`config.mk`:
```
export PLATFORM = sky130hd
export DESIGN_NAME = upac_pin_aux_config
export DESIGN_NICKNAME = d
export VERILOG_FILES = /design/src/upac_pkg.sv /design/src/upac_pin_aux_config.sv
export SDC_FILE = /design/constraint.sdc
export NUM_CORES = 1
export LEC_CHECK = 0
export ABC_AREA = 1
export BUFFER_PORTS_ARGS = -buffer_cell sky130_fd_sc_hd__buf_2
export CAP_MARGIN = 0
export CORE_ASPECT_RATIO = 0.9
export CORE_UTILIZATION = 50
export DETAILED_ROUTE_END_ITERATION = 16
export HOLD_SLACK_MARGIN = 0.03
export PLACE_DENSITY = 0.74
export SETUP_SLACK_MARGIN = 0.4
export SYNTH_ARGS = -nofsm -noshare
export SYNTH_HDL_FRONTEND = slang
export SYNTH_SLANG_ARGS = --single-unit
```
`constraint.sdc`:
```
create_clock -name hclk -period 1.96 [get_ports hclk]
set_input_delay 0.098 -clock hclk [delete_from_list [all_inputs] [get_ports hclk]]
set_output_delay 0.098 -clock hclk [all_outputs]
set_load 0.03 [all_outputs]
```
`src/upac_pkg.sv`:
```
package upac_pkg;

  // ----------------------------------------------------------------
  // register map: printed offsets are word indices, byte address = 4 * index
  // ----------------------------------------------------------------
  localparam int REG_W = 16;
  localparam int IDX_W = 8;
  localparam logic [IDX_W-1:0] IDX_DRIVE = 8'h13;
  localparam logic [IDX_W-1:0] IDX_PULLUP = 8'h14;
  localparam logic [IDX_W-1:0] IDX_PULLDN = 8'h15;
  localparam logic [IDX_W-1:0] IDX_LOOP = 8'h16;
  localparam logic [IDX_W-1:0] IDX_INFRARED = 8'h17;
  localparam logic [IDX_W-1:0] IDX_CLKDIV = 8'h18;
  localparam logic [IDX_W-1:0] IDX_STATUS = 8'h19;

  // ----------------------------------------------------------------
  // reset values and writable-bit masks
  // ----------------------------------------------------------------
  localparam logic [REG_W-1:0] RST_DRIVE = 16'h0080;
  localparam logic [REG_W-1:0] RST_PULLUP = 16'h07FF;
  localparam logic [REG_W-1:0] RST_PULLDN = 16'h0000;
  localparam logic [REG_W-1:0] RST_LOOP = 16'h0000;
  localparam logic [REG_W-1:0] RST_INFRARED = 16'h0000;
  localparam logic [REG_W-1:0] RST_CLKDIV = 16'h0000;
  localparam logic [REG_W-1:0] MSK_DRIVE = 16'h0BFF;
  localparam logic [REG_W-1:0] MSK_PULL = 16'h07FF;
  localparam logic [REG_W-1:0] MSK_LOOP = 16'h0007;
  localparam logic [REG_W-1:0] MSK_INFRARED = 16'h0007;
  localparam logic [REG_W-1:0] MSK_CLKDIV = 16'hFFFF;

  // ----------------------------------------------------------------
  // field positions
  // ----------------------------------------------------------------
  localparam int TX_OD_BIT = 11;
  localparam int RX_PULL_BIT = 10;
  localparam int LOOP_DTR_BIT = 2;
  localparam int LOOP_RTS_BIT = 1;
  localparam int LOOP_DATA_BIT = 0;
  localparam int IR_WIDE_BIT = 2;
  localparam int IR_INV_BIT = 1;
  localparam int IR_EN_BIT = 0;
  localparam int HIGH_MSB = 15;
  localparam int HIGH_LSB = 8;
  localparam int LOW_MSB = 7;
  localparam int LOW_LSB = 0;

  // ----------------------------------------------------------------
  // infrared pulse widths in 1/16 bit ticks
  // ----------------------------------------------------------------
  localparam logic [3:0] IR_NARROW_TICKS = 4'h3;
  localparam logic [3:0] IR_WIDE_TICKS = 4'h4;
  localparam logic [4:0] TICKS_PER_BIT = 5'h10;

  // ----------------------------------------------------------------
  // clock output timing, phase kept in units of 10 ps
  // ----------------------------------------------------------------
  localparam real CLK_PERIOD_NS = 20.0;
  localparam real CLOCK_OUT_DIVIDER_UNIT_NS = 41.67;
  localparam int PHASE_W = 13;
  localparam logic [PHASE_W-1:0] PHASE_STEP = PHASE_W'(int'(CLK_PERIOD_NS * 100.0));
  localparam logic [PHASE_W-1:0] PHASE_WRAP = PHASE_W'(int'(CLOCK_OUT_DIVIDER_UNIT_NS * 100.0));

  typedef enum logic [1:0] {
    CK_OFF = 2'b00,
    CK_LOW = 2'b01,
    CK_HIGH = 2'b11
  } upac_ck_state_t;

endpackage
```
`src/upac_pin_aux_config.sv`:
```
// Chosen here: the AHB-Lite slave port.
`timescale 1ns/1ps
module upac_pin_aux_config
  import upac_pkg::*;
#(
  parameter int GPIO_N = 10
)
(
  // clock and reset
  input wire logic hclk,
  input wire logic hresetn,
  // ahb-lite slave
  input wire logic hsel,
  input wire logic [31:0] haddr,
  input wire logic [1:0] htrans,
  input wire logic hwrite,
  input wire logic [2:0] hsize,
  input wire logic [31:0] hwdata,
  input wire logic hready,
  output logic [31:0] hrdata,
  output logic hreadyout,
  output logic hresp,
  // serial engine side
  input wire logic tx_bit,
  input wire logic tx_bit_start,
  input wire logic baud16_en,
  input wire logic rts_level,
  input wire logic dtr_level,
  input wire logic [GPIO_N-1:0] gpio_value,
  input wire logic [GPIO_N-1:0] gpio_dir_out,
  output logic rx_bit,
  output logic cts_level,
  output logic dsr_level,
  // serial pins
  output logic tx_o,
  output logic tx_oe,
  input wire logic rx_i,
  output logic rx_pullup,
  output logic rx_pulldown,
  input wire logic cts_i,
  input wire logic dsr_i,
  // general-purpose pins
  output logic [GPIO_N-1:0] gpio_o,
  output logic [GPIO_N-1:0] gpio_oe,
  output logic [GPIO_N-1:0] gpio_pullup,
  output logic [GPIO_N-1:0] gpio_pulldown,
  // generated clock
  output logic clock_out
);

  // ----------------------------------------------------------------
  // bus decode
  // ----------------------------------------------------------------
  logic wr_pend_r;
  logic [IDX_W-1:0] wr_idx_r;
  logic [31:0] hrdata_r;
  logic [REG_W-1:0] drive_r, pullup_r, pulldn_r, loop_r, infrared_r, clkdiv_r;
  logic [REG_W-1:0] drive_nxt, pullup_nxt, pulldn_nxt, loop_nxt, infrared_nxt, clkdiv_nxt;
  logic [REG_W-1:0] status_word;
  logic [REG_W-1:0] wdata;
  logic [REG_W-1:0] rd_mux;

  wire access = hsel && htrans[1] && hready;
  wire [IDX_W-1:0] addr_idx = haddr[IDX_W+1:2];
  wire rd_req = access && !hwrite;
  assign wdata = hwdata[REG_W-1:0];

  // a write lands in its data phase; the reads below look at the next
  // values so a read right behind a write sees the new contents
  wire wr_drive = wr_pend_r && (wr_idx_r == IDX_DRIVE);
  wire wr_pullup = wr_pend_r && (wr_idx_r == IDX_PULLUP);
  wire wr_pulldn = wr_pend_r && (wr_idx_r == IDX_PULLDN);
  wire wr_loop = wr_pend_r && (wr_idx_r == IDX_LOOP);
  wire wr_infrared = wr_pend_r && (wr_idx_r == IDX_INFRARED);
  wire wr_clkdiv = wr_pend_r && (wr_idx_r == IDX_CLKDIV);

  // reserved bits are masked off, so a stray one is never stored
  assign drive_nxt = wr_drive ? (wdata & MSK_DRIVE) : drive_r;
  assign pullup_nxt = wr_pullup ? (wdata & MSK_PULL) : pullup_r;
  assign pulldn_nxt = wr_pulldn ? (wdata & MSK_PULL) : pulldn_r;
  assign loop_nxt = wr_loop ? (wdata & MSK_LOOP) : loop_r;
  assign infrared_nxt = wr_infrared ? (wdata & MSK_INFRARED) : infrared_r;
  assign clkdiv_nxt = wr_clkdiv ? (wdata & MSK_CLKDIV) : clkdiv_r;

  assign rd_mux = (addr_idx == IDX_DRIVE) ? drive_nxt :
                  (addr_idx == IDX_PULLUP) ? pullup_nxt :
                  (addr_idx == IDX_PULLDN) ? pulldn_nxt :
                  (addr_idx == IDX_LOOP) ? loop_nxt :
                  (addr_idx == IDX_INFRARED) ? infrared_nxt :
                  (addr_idx == IDX_CLKDIV) ? clkdiv_nxt :
                  (addr_idx == IDX_STATUS) ? status_word : 16'h0000;

  always_ff @(posedge hclk or negedge hresetn)
  begin
    if (!hresetn)
    begin
      wr_pend_r <= 1'b0;
      wr_idx_r <= 8'h00;
      hrdata_r <= 32'h00000000;
    end
    else
    begin
      wr_pend_r <= access && hwrite;
      if (access)
      begin
        wr_idx_r <= addr_idx;
      end
      if (rd_req)
      begin
        hrdata_r <= {16'h0000, rd_mux};
      end
    end
  end

  // ----------------------------------------------------------------
  // configuration registers
  // ----------------------------------------------------------------
  always_ff @(posedge hclk or negedge hresetn)
  begin
    if (!hresetn)
    begin
      drive_r <= RST_DRIVE;
      pullup_r <= RST_PULLUP;
      pulldn_r <= RST_PULLDN;
      loop_r <= RST_LOOP;
      infrared_r <= RST_INFRARED;
      clkdiv_r <= RST_CLKDIV;
    end
    else
    begin
      drive_r <= drive_nxt;
      pullup_r <= pullup_nxt;
      pulldn_r <= pulldn_nxt;
      loop_r <= loop_nxt;
      infrared_r <= infrared_nxt;
      clkdiv_r <= clkdiv_nxt;
    end
  end

  // ----------------------------------------------------------------
  // pin input synchronisers: rx, cts, dsr
  // ----------------------------------------------------------------
  logic [2:0] sync1_r, sync2_r, sync3_r, pin_r;
  wire [2:0] pin_raw = {dsr_i, cts_i, rx_i};

  always_ff @(posedge hclk or negedge hresetn)
  begin
    if (!hresetn)
    begin
      sync1_r <= 3'h7;
      sync2_r <= 3'h7;
      sync3_r <= 3'h7;
      pin_r <= 3'h7;
    end
    else
    begin
      sync1_r <= pin_raw;
      sync2_r <= sync1_r;
      sync3_r <= sync2_r;
      // a change is taken only once two stages agree, rejecting glitches
      pin_r <= (sync2_r & sync3_r) | (pin_r & (sync2_r ^ sync3_r));
    end
  end

  // ----------------------------------------------------------------
  // infrared transmit encoder
  // ----------------------------------------------------------------
  logic [3:0] tx_tick_r;
  wire ir_on = infrared_r[IR_EN_BIT];
  wire [3:0] ir_width = infrared_r[IR_WIDE_BIT] ? IR_WIDE_TICKS : IR_NARROW_TICKS;
  wire ir_pulse = !tx_bit && (tx_tick_r < ir_width);

  always_ff @(posedge hclk or negedge hresetn)
  begin
    if (!hresetn)
    begin
      tx_tick_r <= 4'hF;
    end
    else if (tx_bit_start)
    begin
      tx_tick_r <= 4'h0;
    end
    else if (baud16_en && tx_tick_r != 4'hF)
    begin
      tx_tick_r <= tx_tick_r + 4'h1;
    end
  end

  // ----------------------------------------------------------------
  // receive path: inversion, infrared decode, loopback
  // ----------------------------------------------------------------
  logic [4:0] rx_hold_r;
  wire rx_pin = pin_r[0] ^ infrared_r[IR_INV_BIT];

  // an infrared pulse marks a zero; stretch it over one bit so the
  // receiver sees a normal level
  always_ff @(posedge hclk or negedge hresetn)
  begin
    if (!hresetn)
    begin
      rx_hold_r <= 5'h00;
    end
    else if (ir_on && rx_pin)
    begin
      rx_hold_r <= TICKS_PER_BIT;
    end
    else if (baud16_en && rx_hold_r != 5'h00)
    begin
      rx_hold_r <= rx_hold_r - 5'h01;
    end
  end

  wire rx_decoded = ir_on ? (rx_hold_r == 5'h00) : rx_pin;
  wire data_loop = loop_r[LOOP_DATA_BIT];
  wire rx_nxt = data_loop ? tx_bit : rx_decoded;
  wire cts_nxt = loop_r[LOOP_RTS_BIT] ? rts_level : pin_r[1];
  wire dsr_nxt = loop_r[LOOP_DTR_BIT] ? dtr_level : pin_r[2];

  // ----------------------------------------------------------------
  // transmit pad driver
  // ----------------------------------------------------------------
  wire tx_line = ir_on ? ir_pulse : tx_bit;
  wire tx_od = drive_r[TX_OD_BIT];
  wire tx_o_nxt = tx_od ? 1'b0 : tx_line;
  // in data loopback the pin is released entirely
  wire tx_oe_nxt = !data_loop && (tx_od ? !tx_line : 1'b1);

  // ----------------------------------------------------------------
  // general-purpose pad drivers and pulls
  // ----------------------------------------------------------------
  logic [GPIO_N-1:0] gp_o_nxt, gp_oe_nxt, gp_pu_nxt, gp_pd_nxt;

  genvar gi;
  generate
    for (gi = 0; gi < GPIO_N; gi++)
    begin : g_pad
      // open drain only ever pulls low and floats for a one
      assign gp_o_nxt[gi] = drive_r[gi] ? 1'b0 : gpio_value[gi];
      assign gp_oe_nxt[gi] = gpio_dir_out[gi] && (drive_r[gi] ? !gpio_value[gi] : 1'b1);
      assign gp_pu_nxt[gi] = pullup_r[gi] && !gpio_dir_out[gi];
      assign gp_pd_nxt[gi] = pulldn_r[gi] && !pullup_r[gi] && !gpio_dir_out[gi];
    end
  endgenerate

  wire rx_pu_nxt = pullup_r[RX_PULL_BIT];
  wire rx_pd_nxt = pulldn_r[RX_PULL_BIT] && !pullup_r[RX_PULL_BIT];

  // ----------------------------------------------------------------
  // clock output generator
  // ----------------------------------------------------------------
  logic [PHASE_W-1:0] phase_r;
  logic [7:0] ck_cnt_r;
  logic ck_level_r;
  upac_ck_state_t ck_state_r, ck_state_nxt;

  wire [7:0] high_count = clkdiv_r[HIGH_MSB:HIGH_LSB];
  wire [7:0] low_count = clkdiv_r[LOW_MSB:LOW_LSB];
  wire ck_off = (high_count == 8'h00) && (low_count == 8'h00);
  // a zero count alone is stretched to one interval
  wire [7:0] high_len = (high_count == 8'h00) ? 8'h01 : high_count;
  wire [7:0] low_len = (low_count == 8'h00) ? 8'h01 : low_count;
  // phase accumulator turns the 20 ns clock into 41.67 ns interval ticks
  wire [PHASE_W-1:0] phase_sum = phase_r + PHASE_STEP;
  wire unit_tick = phase_sum >= PHASE_WRAP;
  wire ck_done = unit_tick && (ck_cnt_r == 8'h01);

  always_comb
  begin
    ck_state_nxt = ck_state_r;
    unique case (ck_state_r)
      CK_OFF:
        ck_state_nxt = ck_off ? CK_OFF : CK_LOW;
      CK_LOW:
        ck_state_nxt = ck_off ? CK_OFF : (ck_done ? CK_HIGH : CK_LOW);
      CK_HIGH:
        ck_state_nxt = ck_off ? CK_OFF : (ck_done ? CK_LOW : CK_HIGH);
      default:
        ck_state_nxt = CK_OFF;
    endcase
  end

  always_ff @(posedge hclk or negedge hresetn)
  begin
    if (!hresetn)
    begin
      phase_r <= '0;
      ck_state_r <= CK_OFF;
      ck_cnt_r <= 8'h00;
    end
    else
    begin
      phase_r <= unit_tick ? phase_sum - PHASE_WRAP : phase_sum;
      ck_state_r <= ck_state_nxt;
      if (ck_state_nxt != ck_state_r)
      begin
        ck_cnt_r <= (ck_state_nxt == CK_HIGH) ? high_len : low_len;
      end
      else if (unit_tick && ck_cnt_r != 8'h01)
      begin
        ck_cnt_r <= ck_cnt_r - 8'h01;
      end
    end
  end

  assign status_word = {12'h000, ck_level_r, pin_r};

  // ----------------------------------------------------------------
  // registered outputs
  // ----------------------------------------------------------------
  always_ff @(posedge hclk or negedge hresetn)
  begin
    if (!hresetn)
    begin
      tx_o <= 1'b1;
      tx_oe <= 1'b0;
      rx_bit <= 1'b1;
      cts_level <= 1'b1;
      dsr_level <= 1'b1;
      rx_pullup <= 1'b1;
      rx_pulldown <= 1'b0;
      gpio_o <= '0;
      gpio_oe <= '0;
      gpio_pullup <= '0;
      gpio_pulldown <= '0;
      ck_level_r <= 1'b0;
    end
    else
    begin
      tx_o <= tx_o_nxt;
      tx_oe <= tx_oe_nxt;
      rx_bit <= rx_nxt;
      cts_level <= cts_nxt;
      dsr_level <= dsr_nxt;
      rx_pullup <= rx_pu_nxt;
      rx_pulldown <= rx_pd_nxt;
      gpio_o <= gp_o_nxt;
      gpio_oe <= gp_oe_nxt;
      gpio_pullup <= gp_pu_nxt;
      gpio_pulldown <= gp_pd_nxt;
      ck_level_r <= (ck_state_nxt == CK_HIGH);
    end
  end

  assign clock_out = ck_level_r;
  assign hrdata = hrdata_r;
  // zero-wait slave that never errors
  assign hreadyout = 1'b1;
  assign hresp = 1'b0;

endmodule // upac_pin_aux_config

```
Yosys cells after proc, flatten, opt, wreduce, memory -nomap -nowiden
Cells that the tools add are included.
{"block": "word_totals", "word_cells": 221, "register_bits": 213, "output_inout_bits": 82, "in_bits": 102}
{"block": "classes", "n_bitwise": 5, "reduce_logical": 102, "n_lt_le_gt_ge": 2, "n_mux": 57, "addsub": 5, "eq_ne": 20}
{"op": "16-bit 2-to-1 mux", "count": 12}
{"op": "8-bit by 5-bit equality test with 1-bit output, second input constant", "count": 13}
{"op": "1-bit logical AND", "count": 59}
{"op": "8-bit 2-to-1 mux", "count": 5}
{"op": "1-bit zero test", "count": 35}
{"op": "1-bit 2-to-1 mux", "count": 28}
{"op": "8-bit zero test", "count": 2}
{"op": "13-bit by 11-bit adder with 13-bit output, second input constant", "count": 1}
{"op": "13-bit >= comparator, second input constant", "count": 1}
{"op": "13-bit 2-to-1 mux", "count": 1}
{"op": "13-bit subtractor, second input constant", "count": 1}
{"op": "4-bit 2-to-1 mux", "count": 3}
{"op": "5-bit 2-to-1 mux", "count": 2}
{"op": "8-bit by 1-bit equality test with 1-bit output, second input constant", "count": 1}
{"op": "2-bit 2-to-1 mux", "count": 4}
{"op": "8-bit by 1-bit != test with 1-bit output, second input constant", "count": 1}
{"op": "8-bit by 1-bit subtractor with 8-bit output, second input constant", "count": 1}
{"op": "3-bit AND", "count": 2}
{"op": "2-bit one-hot mux with 3 select lines", "count": 1}
{"op": "2-bit nonzero test", "count": 3}
{"op": "5-bit zero test", "count": 1}
{"op": "5-bit nonzero test", "count": 1}
{"op": "5-bit by 1-bit subtractor with 5-bit output, second input constant", "count": 1}
{"op": "4-bit by 1-bit adder with 4-bit output, second input constant", "count": 1}
{"op": "10 further kinds", "count": 11}

Logic depth before layout (Yosys ltp)
Gate-level depths: netlist of run 1.
{"block": "depth", "depth_word": 9, "mapped_depth": 17, "ltp_nobuf": 17}

Worst setup path before layout of run 1
OpenSTA, ideal clock, no wires.
{"block": "synth_timing", "path_type": "reg2reg", "startpoint": "register phase_r[4]", "endpoint": "register ck_cnt_r[0]", "t_arrival_ps": 2026, "required_time_ps": 1839, "synth_period_minus_slack_ps": 2147, "setup_ps": 121, "path_slack_ps": -187, "path_buffers": 1, "stages_incl_launch_ff": 13, "path_cell_list": "dfrtp_1 -> ha_1 -> nor2_4 -> nand3_2 -> nand2_1 -> xnor2_2 -> inv_1 -> a21oi_4 -> inv_4 -> or2_0 -> buf_6 -> o21ai_1 -> a21oi_2"}
{"block": "synth_via", "elab_chain_cells": 9, "word_cells_on_any_way": 14, "classes_between": "add/sub: 1; order compare: 1; eq/ne: 2; mux: 7; reduce/logical: 3"}
{"item": "start, declared", "line": "upac_pin_aux_config.sv:251", "rtl": "logic [PHASE_W-1:0] phase_r;"}
{"item": "start signal, assigned", "line": "upac_pin_aux_config.sv:292", "rtl": "phase_r <= unit_tick ? phase_sum - PHASE_WRAP : phase_sum;"}
{"item": "13-bit by 11-bit adder with 13-bit output *", "line": "upac_pin_aux_config.sv:263", "rtl": "wire [PHASE_W-1:0] phase_sum = phase_r + PHASE_STEP;"}
{"item": "13-bit >= comparator *", "line": "upac_pin_aux_config.sv:264", "rtl": "wire unit_tick = phase_sum >= PHASE_WRAP;"}
{"item": "1-bit logical AND", "line": "upac_pin_aux_config.sv:265", "rtl": "wire ck_done = unit_tick && (ck_cnt_r == 8'h01);"}
{"item": "2-bit 2-to-1 mux, on equally long branches (2 in series)", "line": "upac_pin_aux_config.sv:276, upac_pin_aux_config.sv:274"}
{"item": "2-bit one-hot mux with 3 select lines", "line": "upac_pin_aux_config.sv:270", "rtl": "unique case (ck_state_r)"}
{"item": "2-bit equality test", "line": "upac_pin_aux_config.sv:296", "rtl": "ck_cnt_r <= (ck_state_nxt == CK_HIGH) ? high_len : low_len;"}
{"item": "8-bit 2-to-1 mux", "line": "upac_pin_aux_config.sv:296"}
{"item": "8-bit 2-to-1 mux", "line": "upac_pin_aux_config.sv:294", "rtl": "if (ck_state_nxt != ck_state_r)"}
{"item": "end signal, assigned", "line": "upac_pin_aux_config.sv:296"}
{"item": "end signal, assigned", "line": "upac_pin_aux_config.sv:300", "rtl": "ck_cnt_r <= ck_cnt_r - 8'h01;"}
{"item": "end, declared", "line": "upac_pin_aux_config.sv:252", "rtl": "logic [7:0] ck_cnt_r;"}
Every way passes the cells marked *; elsewhere a longest branch is shown, timed or not.
A chain may end at the register's enable or synchronous reset.

Final worst setup path of run 1
{"block": "layout_timing", "startpoint": "register phase_r[4]", "endpoint": "register ck_cnt_r[6]"}
Same word-level chain as after synthesis.

==> results.md, run 1 <==
- Final Hold Fails: 0
- Layout Skew: 0.0227 ns
- Depth of the CTS H-tree: 1
- Buffer depth of the longest clock path: 3
- Unrepaired setup endpoints after global routing: yes
- Number of distinct library cell variants in the gate-level netlist after synthesis: 44
- Cell family with the largest share of critical-path delay: simple AND/OR/NAND/NOR gates
- Routed length on met1: 10.8 mm
- Cell type with the largest total area after synthesis: sky130_fd_sc_hd__dfrtp_1
- Largest cells by area after synthesis: sky130_fd_sc_hd__dfrtp_1 48%, sky130_fd_sc_hd__nand2_1 11%, sky130_fd_sc_hd__dfstp_2 9.3%
- Result of the run: finished, violations left
- Kind of critical path: flip-flop to flip-flop
- Library cell used as clock root buffer: sky130_fd_sc_hd__clkbuf_16
- Count of non-filler cells in the finished layout: 1583
- Wire length after detailed routing: 25.8 mm
- Smallest setup slack after layout: -0.433 ns
- Count of vias placed by the detailed router: 8268
- Share of post-route cells with drive strength above 1: 0.339
- Cts bufs inserted: 23
- Synthesis-to-layout area growth: 39.6%
- Top Layer Used: met4
- Die X: 146 um
- Avg Vias per Cell: 5.22
- Ys Warns: 0
- Overflow after GRT: 0
- Core Box Area: 0.0183 mm^2
- Biggest fanout along the worst timing path: 7
- Synth top area share: 0.481
- Total placed cells including tap cells: 1444
- Met2 Routed Length: 12.5 mm
- HPWL reported at the end of detailed placement: 15.3 mm
- Worst EP arrival: 2.82 ns
- Clock transition at the registers of the reported paths: 0.06 ns
- Highest achievable clock rate: 0.418 GHz
- Detailed router's first-iteration violation count: 525
- Headroom to the max-slew limit: 0.556
- Period utilization: 1.22
- Number of instances in the synthesized netlist: 1047
- Antenna violations before repair: 0
- TritonCTS clock tree: yes
- Antenna Nets Post-Route: 0
- Transition time of the tightest slew-check pin: 0.665 ns
- Sinks on the clock net: 213
- Num ports: 184
- Synth Register Bits: 213
- First-pass iteration count of the detailed router: 11
- Total buffers and inverters traversed by the critical path: 0
- Leak: 6.95 nW
- Number of setup violations in the final report: 31
- Share of the yosys chip area belonging to registers: 0.574
- Final RePlAce weighted congestion: 0.861
- Wire length per cell: 16.3 um
- Final-stage net count: 1436
- Critical path launch point type: flip-flop
- Worst-path cell chain: ha_4, nor2_4, nand2_1, nand2_2, nand2_4, nor3_4, nor2_4, a21oi_4, nand4_1, nand3_1, nand3_1, a21oi_1
- Area enclosed by the die boundary: 0.0193 mm^2
- Total standard cell area after synthesis: 0.00936 mm^2
- Wire length on met3: 1.77 mm
- GR Util All Layers: 0.257
- Power density normalized to cell area: 760 mW/mm^2
- DRC violation count after routing: 2
- Required time worst endpoint: 2.38 ns
- Utilization after layout: 0.712
- Per-instance average area after synthesis: 8.94 um^2
- Shortest period the worst path allows: 2.39 ns
- Worst voltage drop across the vdd grid: 0.621 mV
- Class of the tightest hold or removal check: input port to flip-flop
- Maxcap violations: 0
- Wire length of the first global-routing pass: 39.8 mm
- Vias in the first global route: 8037
- Kind of end point of the critical path: flip-flop
- Largest incremental delay on the critical path: 0.44 ns
- Violations in the final reports: DRC, setup timing
- Final count of pins violating max slew: 0
- Clock Latency Late Sink: 0.52 ns
- Die height: 132 um
- Number of input and output port buffers inserted: 121
- Largest net degree at the start of global routing: 58
- Effective utilization at floorplan: 0.510
- Ant diodes: 0
- Number of placement rows: 47
- Cell with the largest stage delay on the worst path: sky130_fd_sc_hd__dfrtp_2
sequential cells by signal, indices dropped and copies added, names as in the netlist, 2 cells and up:
register / count
wr_idx_r: 8
drive_r: 16
clkdiv_r: 16
pin_r: 3
tx_tick_r: 4
loop_r: 16
ck_state_r: 2
phase_r: 13
pulldn_r: 16
sync3_r: 3
rx_hold_r: 5
sync2_r: 3
sync1_r: 3
gpio_pulldown: 10
hrdata: 16
gpio_oe: 10
infrared_r: 16
gpio_o: 10
gpio_pullup: 10
pullup_r: 16
ck_cnt_r: 8
power breakdown:
group	leakage, nW	internal [mW]	switching [mW]
clock	0.354	2.33	1.74
combinational	4.08	0.398	0.683
sequential	2.52	4.64	0.133
total	6.95	7.37	2.56
synth_stat cells (all sizes together):
master,n
buf,20
o211ai,2
nor3,10
a221oi,5
o2111ai,5
xor2,12
a21o,3
nand3b,1
clkbuf,22
a211oi,1
a21oi,28
a21boi,10
mux2,3
nand2,282
ha,13
nor4,8
o21a,1
dfstp,33
dfrtp,180
nand3,57
xnor2,9
nand4,17
or2,2
conb,2
inv,145
a31oi,1
nor2,88
o21ai,87
cells by family after synthesis:
logic type | Yosys count | share of synthesized area
compound gates | 143 | 0.0872
buf+inv | 187 | 0.0837
flops | 213 | 0.574
other cells | 2 | 0.000802
mux | 3 | 0.00361
simple gates | 465 | 0.213
fa+ha+maj | 13 | 0.0174
xor+xnor | 21 | 0.0205
metrics by stage:
step           setup WS (ns)  total power, mW  TNS (ns)  cell area, um^2  hold slack, ns
2_1_floorplan        -0.0976             5.35    -0.747             9540          -0.198
3_3_place_gp          -0.167             5.67     -1.49            10700           0.104
3_5_place_dp          -0.317             5.70     -2.87            10700           0.111
4_1_cts               -0.226             9.91     -2.09            12500          0.0435
5_1_grt               -0.529             10.3     -8.95            13100          0.0755
6_report              -0.433             9.93     -5.57            13100          0.0656
cell type report:
class                      count  area (um^2)
clock buffer                  34          657
sequential                   213         5380
inverter                     145          557
multi-input combinational    665         4000
fill                        1326         5280
clock inverter                 8         50.0
timing repair buffer         273         2120
tap                          245          307
routing by layer:
metal  GRT usage  vias up
met1       0.345     4003
li1            -     3857
met3      0.0522       63
met2       0.424      345
met4      0.0764        0
met5           0        -
worst paths after layout:
check / cells after the start / slack (ns) / from / end
worst max-delay path: 12 / -0.43 / phase_r[4]$_DFF_PN0_ / ck_cnt_r[6]$_DFFE_PN0P_
worst min-delay path: 3 / 0.07 / haddr[2] / wr_idx_r[0]$_DFFE_PN0P_
worst max register to register: 12 / -0.43 / phase_r[4]$_DFF_PN0_ / ck_cnt_r[6]$_DFFE_PN0P_
worst min register to register: 0 / 0.35 / sync1_r[0]$_DFF_PN1_ / sync2_r[0]$_DFF_PN1_
max in group asynchronous: 3 / 1.10 / hresetn / pullup_r[4]$_DFF_PN1_
min in group asynchronous: 2 / 0.12 / hresetn / gpio_pulldown[8]$_DFF_PN0_
worst min-delay path, stage by stage:
cell and delay, ns:
sky130_fd_sc_hd__buf_2 0.15, sky130_fd_sc_hd__inv_1 0.17, sky130_fd_sc_hd__o21ai_0 0.11
repair_timing:
action	in CTS	in global routing
endpoints found under the setup margin	49	73
buffers inserted	19	20
pin swaps	41	64
endpoints found under the hold margin	259	0
resized for setup	105	111
cloned	4	0
hold buffers	54	0
cell usage in the layout, fill, tap and decap left out, types with 9 or more instances in the layout:
cell type	n
sky130_fd_sc_hd__a21oi_1	13
sky130_fd_sc_hd__inv_2	19
sky130_fd_sc_hd__nor2_1	70
sky130_fd_sc_hd__buf_6	21
sky130_fd_sc_hd__nand2_1	237
sky130_fd_sc_hd__buf_12	9
sky130_fd_sc_hd__a21oi_2	13
sky130_fd_sc_hd__xor2_1	11
sky130_fd_sc_hd__nand3_1	42
sky130_fd_sc_hd__o21ai_1	37
sky130_fd_sc_hd__buf_2	120
sky130_fd_sc_hd__ha_1	10
sky130_fd_sc_hd__clkbuf_16	23
sky130_fd_sc_hd__dfrtp_1	177
sky130_fd_sc_hd__conb_1	18
sky130_fd_sc_hd__dfstp_2	33
sky130_fd_sc_hd__a21boi_0	10
sky130_fd_sc_hd__nand4_1	17
sky130_fd_sc_hd__inv_1	121
sky130_fd_sc_hd__nor2_4	12
sky130_fd_sc_hd__nand3_2	10
sky130_fd_sc_hd__o21ai_2	9
sky130_fd_sc_hd__nand2_4	21
sky130_fd_sc_hd__nand2_2	24
sky130_fd_sc_hd__dlygate4sd3_1	54
sky130_fd_sc_hd__o21ai_0	38
sky130_fd_sc_hd__buf_4	66
(Power assumes the default switching activity.)
==> inputs of run 2 (changes only) <==
--- a/config.mk
+++ b/config.mk
@@ -13,6 +13,7 @@
 export DETAILED_ROUTE_END_ITERATION = 16
 export HOLD_SLACK_MARGIN = 0.03
 export PLACE_DENSITY = 0.74
+export RECOVER_POWER = 50
 export SETUP_SLACK_MARGIN = 0.4
 export SYNTH_ARGS = -nofsm -noshare
 export SYNTH_HDL_FRONTEND = slang
==> results.md, run 2 (same netlist as run 1, synthesis figures left out) <==
- Class of the tightest hold or removal check: input port to flip-flop
- HPWL reported at the end of detailed placement: 15.3 mm
- Overflow after GRT: 0
- Die X: 146 um
- TritonCTS clock tree: yes
- Clock Latency Late Sink: 0.52 ns
- Wire length per cell: 16.3 um
- Maxcap violations: 0
- R2r worst-path depth: 12
- Worst EP arrival: 2.82 ns
- Launch point of the worst path: phase_r[4]$_DFF_PN0_
- Share of post-route cells with drive strength above 1: 0.329
- Power density normalized to cell area: 761 mW/mm^2
- Ant diodes: 0
- Effective utilization at floorplan: 0.510
- Layout Skew: 0.0221 ns
- Number of placement rows: 47
- Biggest fanout along the worst timing path: 7
- Critical path launch point type: flip-flop
- Worst Hold Margin: 0.0616 ns
- Depth of the CTS H-tree: 1
- Detailed router's first-iteration violation count: 530
- Source of the worst register-to-register timing path: phase_r[4]$_DFF_PN0_
- Violations in the final reports: DRC, setup timing
- Number of input and output port buffers inserted: 121
- Headroom to the max-slew limit: 0.0277
- Terminating pin of the worst hold path: wr_idx_r[0]$_DFFE_PN0P_
- Result of the run: finished, violations left
- Shortest period the worst path allows: 2.39 ns
- Synthesis-to-layout area growth: 39.0%
- Smallest setup slack after layout: -0.435 ns
- Wire length after detailed routing: 25.8 mm
- Leak: 6.91 nW
- Most frequent standard cell in the layout excluding fill and tap cells: sky130_fd_sc_hd__nand2_1
- Final RePlAce weighted congestion: 0.861
- Cts bufs inserted: 23
- Utilization after layout: 0.709
- Period utilization: 1.22
- First-pass iteration count of the detailed router: 11
- Final-stage net count: 1436
- Worst reg2reg path endpoint: ck_cnt_r[6]$_DFFE_PN0P_
- Highest achievable clock rate: 0.418 GHz
- Library cell used as clock root buffer: sky130_fd_sc_hd__clkbuf_16
- Most used cells in the layout excluding fill and tap cells: 237 x sky130_fd_sc_hd__nand2_1, 178 x sky130_fd_sc_hd__dfrtp_1, 121 x sky130_fd_sc_hd__inv_1, 120 x sky130_fd_sc_hd__buf_2, 70 x sky130_fd_sc_hd__nor2_1
- Unrepaired setup endpoints after global routing: yes
- Count of non-filler cells in the finished layout: 1583
- Transition time of the tightest slew-check pin: 1.46 ns
- Buffer depth of the longest clock path: 3
- Avg Vias per Cell: 5.21
- Total placed cells including tap cells: 1444
- Count of vias placed by the detailed router: 8243
- Required time worst endpoint: 2.38 ns
- GR Util All Layers: 0.257
- Number of setup violations in the final report: 37
- Kind of end point of the critical path: flip-flop
- Worst setup slack after placement: -0.317 ns
- Antenna violations before repair: 0
- Clock transition at the registers of the reported paths: 0.06 ns
- Worst setup slack for register-to-register paths: -0.43 ns
- Largest net degree at the start of global routing: 58
- Hold depth: 3
- Filler Cells Inserted: 1338
- Final count of pins violating max slew: 0
- Worst hold start: haddr[2]
- Vias in the first global route: 8037
- DRC violation count after routing: 2
- Die height: 132 um
- Worst voltage drop across the vdd grid: 0.622 mV
- Antenna Nets Post-Route: 0
- Area enclosed by the die boundary: 0.0193 mm^2
- Wire length of the first global-routing pass: 39.8 mm
- Kind of critical path: flip-flop to flip-flop
- Core Box Area: 0.0183 mm^2
- Final Hold Fails: 0
- Num ports: 184
- Sinks on the clock net: 213
==> run 2: per-layer routing <==
layer | track usage | up-vias | share of wire
li1 | - | 3849 | -
met1 | 0.345 | 3981 | 0.41
met4 | 0.0764 | 0 | 0.030
met2 | 0.424 | 343 | 0.48
met5 | 0 | - | 0
met3 | 0.0522 | 70 | 0.076
==> run 2: how the worst max path moves through the flow <==
stage | endpoint | depth (start not counted)
6_report | ck_cnt_r[6]$_DFFE_PN0P_ | 12
5_1_grt | ck_cnt_r[6]$_DFFE_PN0P_ | 12
4_1_cts | ck_cnt_r[1]$_DFFE_PN0P_ | 14
3_5_place_dp | ck_cnt_r[1]$_DFFE_PN0P_ | 10
3_3_place_gp | ck_cnt_r[0]$_DFFE_PN0P_ | 16
2_1_floorplan | ck_cnt_r[0]$_DFFE_PN0P_ | 16
==> run 2: layout make-up <==
type                    instances  area, um^2  area share
inverters                     145         557      0.0428
clock buffers                  34         657      0.0505
well taps                     245         307      0.0236
clock inverters                 8        50.0     0.00385
flip-flops and latches        213        5370       0.413
multi-input cells             665        4000       0.307
repair buffers                273        2070       0.159
==> run 2: worst max-delay path, cell delays in order (launching register included) <==
cell and delay (ns):
sky130_fd_sc_hd__dfrtp_2 0.44, sky130_fd_sc_hd__ha_4 0.19, sky130_fd_sc_hd__nor2_4 0.16, sky130_fd_sc_hd__nand2_1 0.10, sky130_fd_sc_hd__nand2_2 0.10, sky130_fd_sc_hd__nand2_4 0.08
sky130_fd_sc_hd__nor3_4 0.19, sky130_fd_sc_hd__nor2_4 0.09, sky130_fd_sc_hd__a21oi_4 0.19, sky130_fd_sc_hd__nand4_1 0.28, sky130_fd_sc_hd__nand3_1 0.18, sky130_fd_sc_hd__nand3_1 0.12
sky130_fd_sc_hd__a21oi_1 0.19
==> run 2: through the flow <==
stage	instance area (um^2)	setup TNS, ns	power, mW
after floorplan	9540	-0.747	5.35
after global placement	10700	-1.49	5.67
after detailed placement	10700	-2.87	5.70
after CTS	12500	-2.09	9.91
after global routing	13000	-12.98	10.3
final	13000	-7.35	9.90
==> run 2: repair_timing <==
action / 4_1_cts / 5_1_grt
buffers inserted: 19 / 20
hold buffers: 54 / 0
gates resized for setup: 105 / 111
pin swaps: 41 / 64
gates cloned: 4 / 0
endpoints found under the setup margin: 49 / 73
hold endpoints to repair: 259 / 0
==> run 2: power breakdown <==
part | internal, mW | total, mW | switching [mW] | leakage, nW
Combinational | 0.378 | 1.06 | 0.681 | 4.05
Sequential | 4.63 | 4.76 | 0.133 | 2.51
Clock | 2.33 | 4.08 | 1.75 | 0.354
==> inputs of run 3 (changes only) <==
==> constraint.sdc (replaced) <==
create_clock -name hclk -period 2.2 [get_ports hclk]
set_input_delay 0.11 -clock hclk [delete_from_list [all_inputs] [get_ports hclk]]
set_output_delay 0.11 -clock hclk [all_outputs]
set_load 0.03 [all_outputs]
==> results.md, run 3 (same netlist as run 1, synthesis figures left out) <==
- Shortest period the worst path allows: 2.35 ns
- Avg Vias per Cell: 5.20
- Vias in the first global route: 7677
- Wire length of the first global-routing pass: 38.1 mm
- Final-layout setup total negative slack: -0.292 ns
- First-pass iteration count of the detailed router: 5
- Maxcap violations: 1
- Wire length per cell: 16.2 um
- Area enclosed by the die boundary: 0.0193 mm^2
- Worst Hold Margin: 0.0435 ns
- Library cell used as clock root buffer: sky130_fd_sc_hd__clkbuf_16
- Clock transition at the registers of the reported paths: 0.06 ns
- Clock Latency Late Sink: 0.51 ns
- Number of input and output port buffers inserted: 121
- Most used cells in the layout excluding fill and tap cells: 244 x sky130_fd_sc_hd__nand2_1, 178 x sky130_fd_sc_hd__dfrtp_1, 137 x sky130_fd_sc_hd__inv_1, 121 x sky130_fd_sc_hd__buf_2, 72 x sky130_fd_sc_hd__nor2_1
- Biggest fanout along the worst timing path: 7
- Kind of end point of the critical path: flip-flop
- Unrepaired setup endpoints after global routing: yes
- GR Util All Layers: 0.245
- TritonCTS clock tree: yes
- Area taken by flip-flops and latches: 0.00537 mm^2
- Worst voltage drop across the vdd grid: 0.616 mV
- Critical path launch point type: flip-flop
- Count of vias placed by the detailed router: 8042
- Power density normalized to cell area: 694 mW/mm^2
- Class of the tightest hold or removal check: input port to flip-flop
- Final-stage net count: 1400
- Overflow after GRT: 0
- Result of the run: finished, violations left
- Final count of pins violating max slew: 63
- Final Hold Fails: 0
- Transition time of the tightest slew-check pin: 1.59 ns
- Detailed router's first-iteration violation count: 559
- Utilization after layout: 0.693
- Sinks on the clock net: 213
- Most frequent standard cell in the layout excluding fill and tap cells: sky130_fd_sc_hd__nand2_1
- Ant diodes: 0
- DRC violation count after routing: 0
- Worst setup slack after placement: -0.0646 ns
- Worst-path cell chain: ha_4, nor2_4, nand2_2, nand2_2, nand2_4, nor2_4, nand2_2, nor2_4, nand2_4, nand3_4, nand2_4, o21ai_4, buf_12, nand2_8, nor2_1, a21oi_1
- Core Box Area: 0.0183 mm^2
- Buffer depth of the longest clock path: 3
- Die height: 132 um
- Cell with the largest stage delay on the worst path: sky130_fd_sc_hd__dfrtp_1
- Area of combinational cells with multiple inputs: 0.00393 mm^2
- Wire length after detailed routing: 25.0 mm
- Final RePlAce weighted congestion: 0.895
- Antenna Nets Post-Route: 0
- Die X: 146 um
- Required time worst endpoint: 2.59 ns
- Leak: 6.73 nW
- Cts bufs inserted: 22
- Largest incremental delay on the critical path: 0.43 ns
- Number of setup violations in the final report: 7
- Worst EP arrival: 2.74 ns
- Largest net degree at the start of global routing: 64
- Share of post-route cells with drive strength above 1: 0.287
- Violations in the final reports: capacitance limit, slew limit, setup timing
- Number of placement rows: 47
- Depth of the CTS H-tree: 1
- Smallest setup slack after layout: -0.152 ns
- Headroom to the max-slew limit: -0.0633
- Period utilization: 1.07
- Synthesis-to-layout area growth: 35.8%
- HPWL reported at the end of detailed placement: 14.8 mm
- Kind of critical path: flip-flop to flip-flop
- Effective utilization at floorplan: 0.510
- Num ports: 184
- Antenna violations before repair: 0
- Highest achievable clock rate: 0.425 GHz
- Filler Cells Inserted: 1305
- Layout Skew: 0.0174 ns
## run 3: cell types whose count changed in the layout (fill, tap and decap cells not counted), sizes merged
cell / delta
nand3: -1
nand2: -1
clkinvlp: +2
dlygate4sd3: -2
clkbuf: -4
clkinv: -5
inv: -2
buf: -24
## run 3: final cells by class
| class | count | area share |
|---|---|---|
| Sequential cell | 213 | 0.423 |
| Multi-Input combinational cell | 663 | 0.309 |
| Timing Repair Buffer | 240 | 0.143 |
| Clock buffer | 37 | 0.0549 |
| Inverter | 145 | 0.0430 |
| Tap cell | 245 | 0.0241 |
| Clock inverter | 3 | 0.00246 |
## run 3: what timing repair did
action	CTS	global route
cloned	4	2
setup endpoints to repair	38	38
hold buffers	52	0
gates resized for setup	79	111
setup buffers	9	16
pin swaps	23	43
hold endpoints to repair	165	0
## run 3: path summary, 6_finish.rpt
path                                 startpoint                       end  slack (ns)  cells past startpoint
setup / recovery           phase_r[5]$_DFF_PN0_   ck_cnt_r[1]$_DFFE_PN0P_       -0.15                     16
min in group asynchronous               hresetn       gpio_o[9]$_DFF_PN0_        0.54                      2
hold reg to reg            sync1_r[0]$_DFF_PN1_      sync2_r[0]$_DFF_PN1_        0.35                      0
max in group asynchronous               hresetn  tx_tick_r[0]$_DFFE_PN1P_        0.30                      3
hold / removal                        htrans[1]       wr_pend_r$_DFF_PN0_        0.04                      4
setup reg to reg           phase_r[5]$_DFF_PN0_   ck_cnt_r[1]$_DFFE_PN0P_       -0.15                     16
## run 3: where the power goes
group | switching (mW) | internal, mW
combinational | 0.583 | 0.322
sequential | 0.120 | 4.13
clock | 1.50 | 2.17
## run 3: worst max-delay path, delay by kind of cell (launching register included)
kind,cells,cell delay [ns]
DFF,1,0.43
AOI/OAI and AO/OA,2,0.19
adders and majority gates,1,0.20
and+or+nand+nor,12,1.23
buffers and inverters,1,0.16
## run 3: per-layer routing
| metal | vias to the layer above | global-route usage | part of all wire |
|---|---|---|---|
| met4 | 0 | 0.0758 | 0.035 |
| li1 | 3774 | - | - |
| met2 | 338 | 0.401 | 0.48 |
| met3 | 71 | 0.0343 | 0.066 |
| met1 | 3859 | 0.339 | 0.42 |
| met5 | - | 0 | 0 |
## run 3: stage by stage
stage,std cells,instance area (um^2),power [mW]
5_1_grt,1546,12700,9.17
2_1_floorplan,1063,9440,4.74
3_3_place_gp,1423,10500,5.02
4_1_cts,1528,12200,8.81
3_5_place_dp,1423,10500,5.04
6_report,1546,12700,8.82
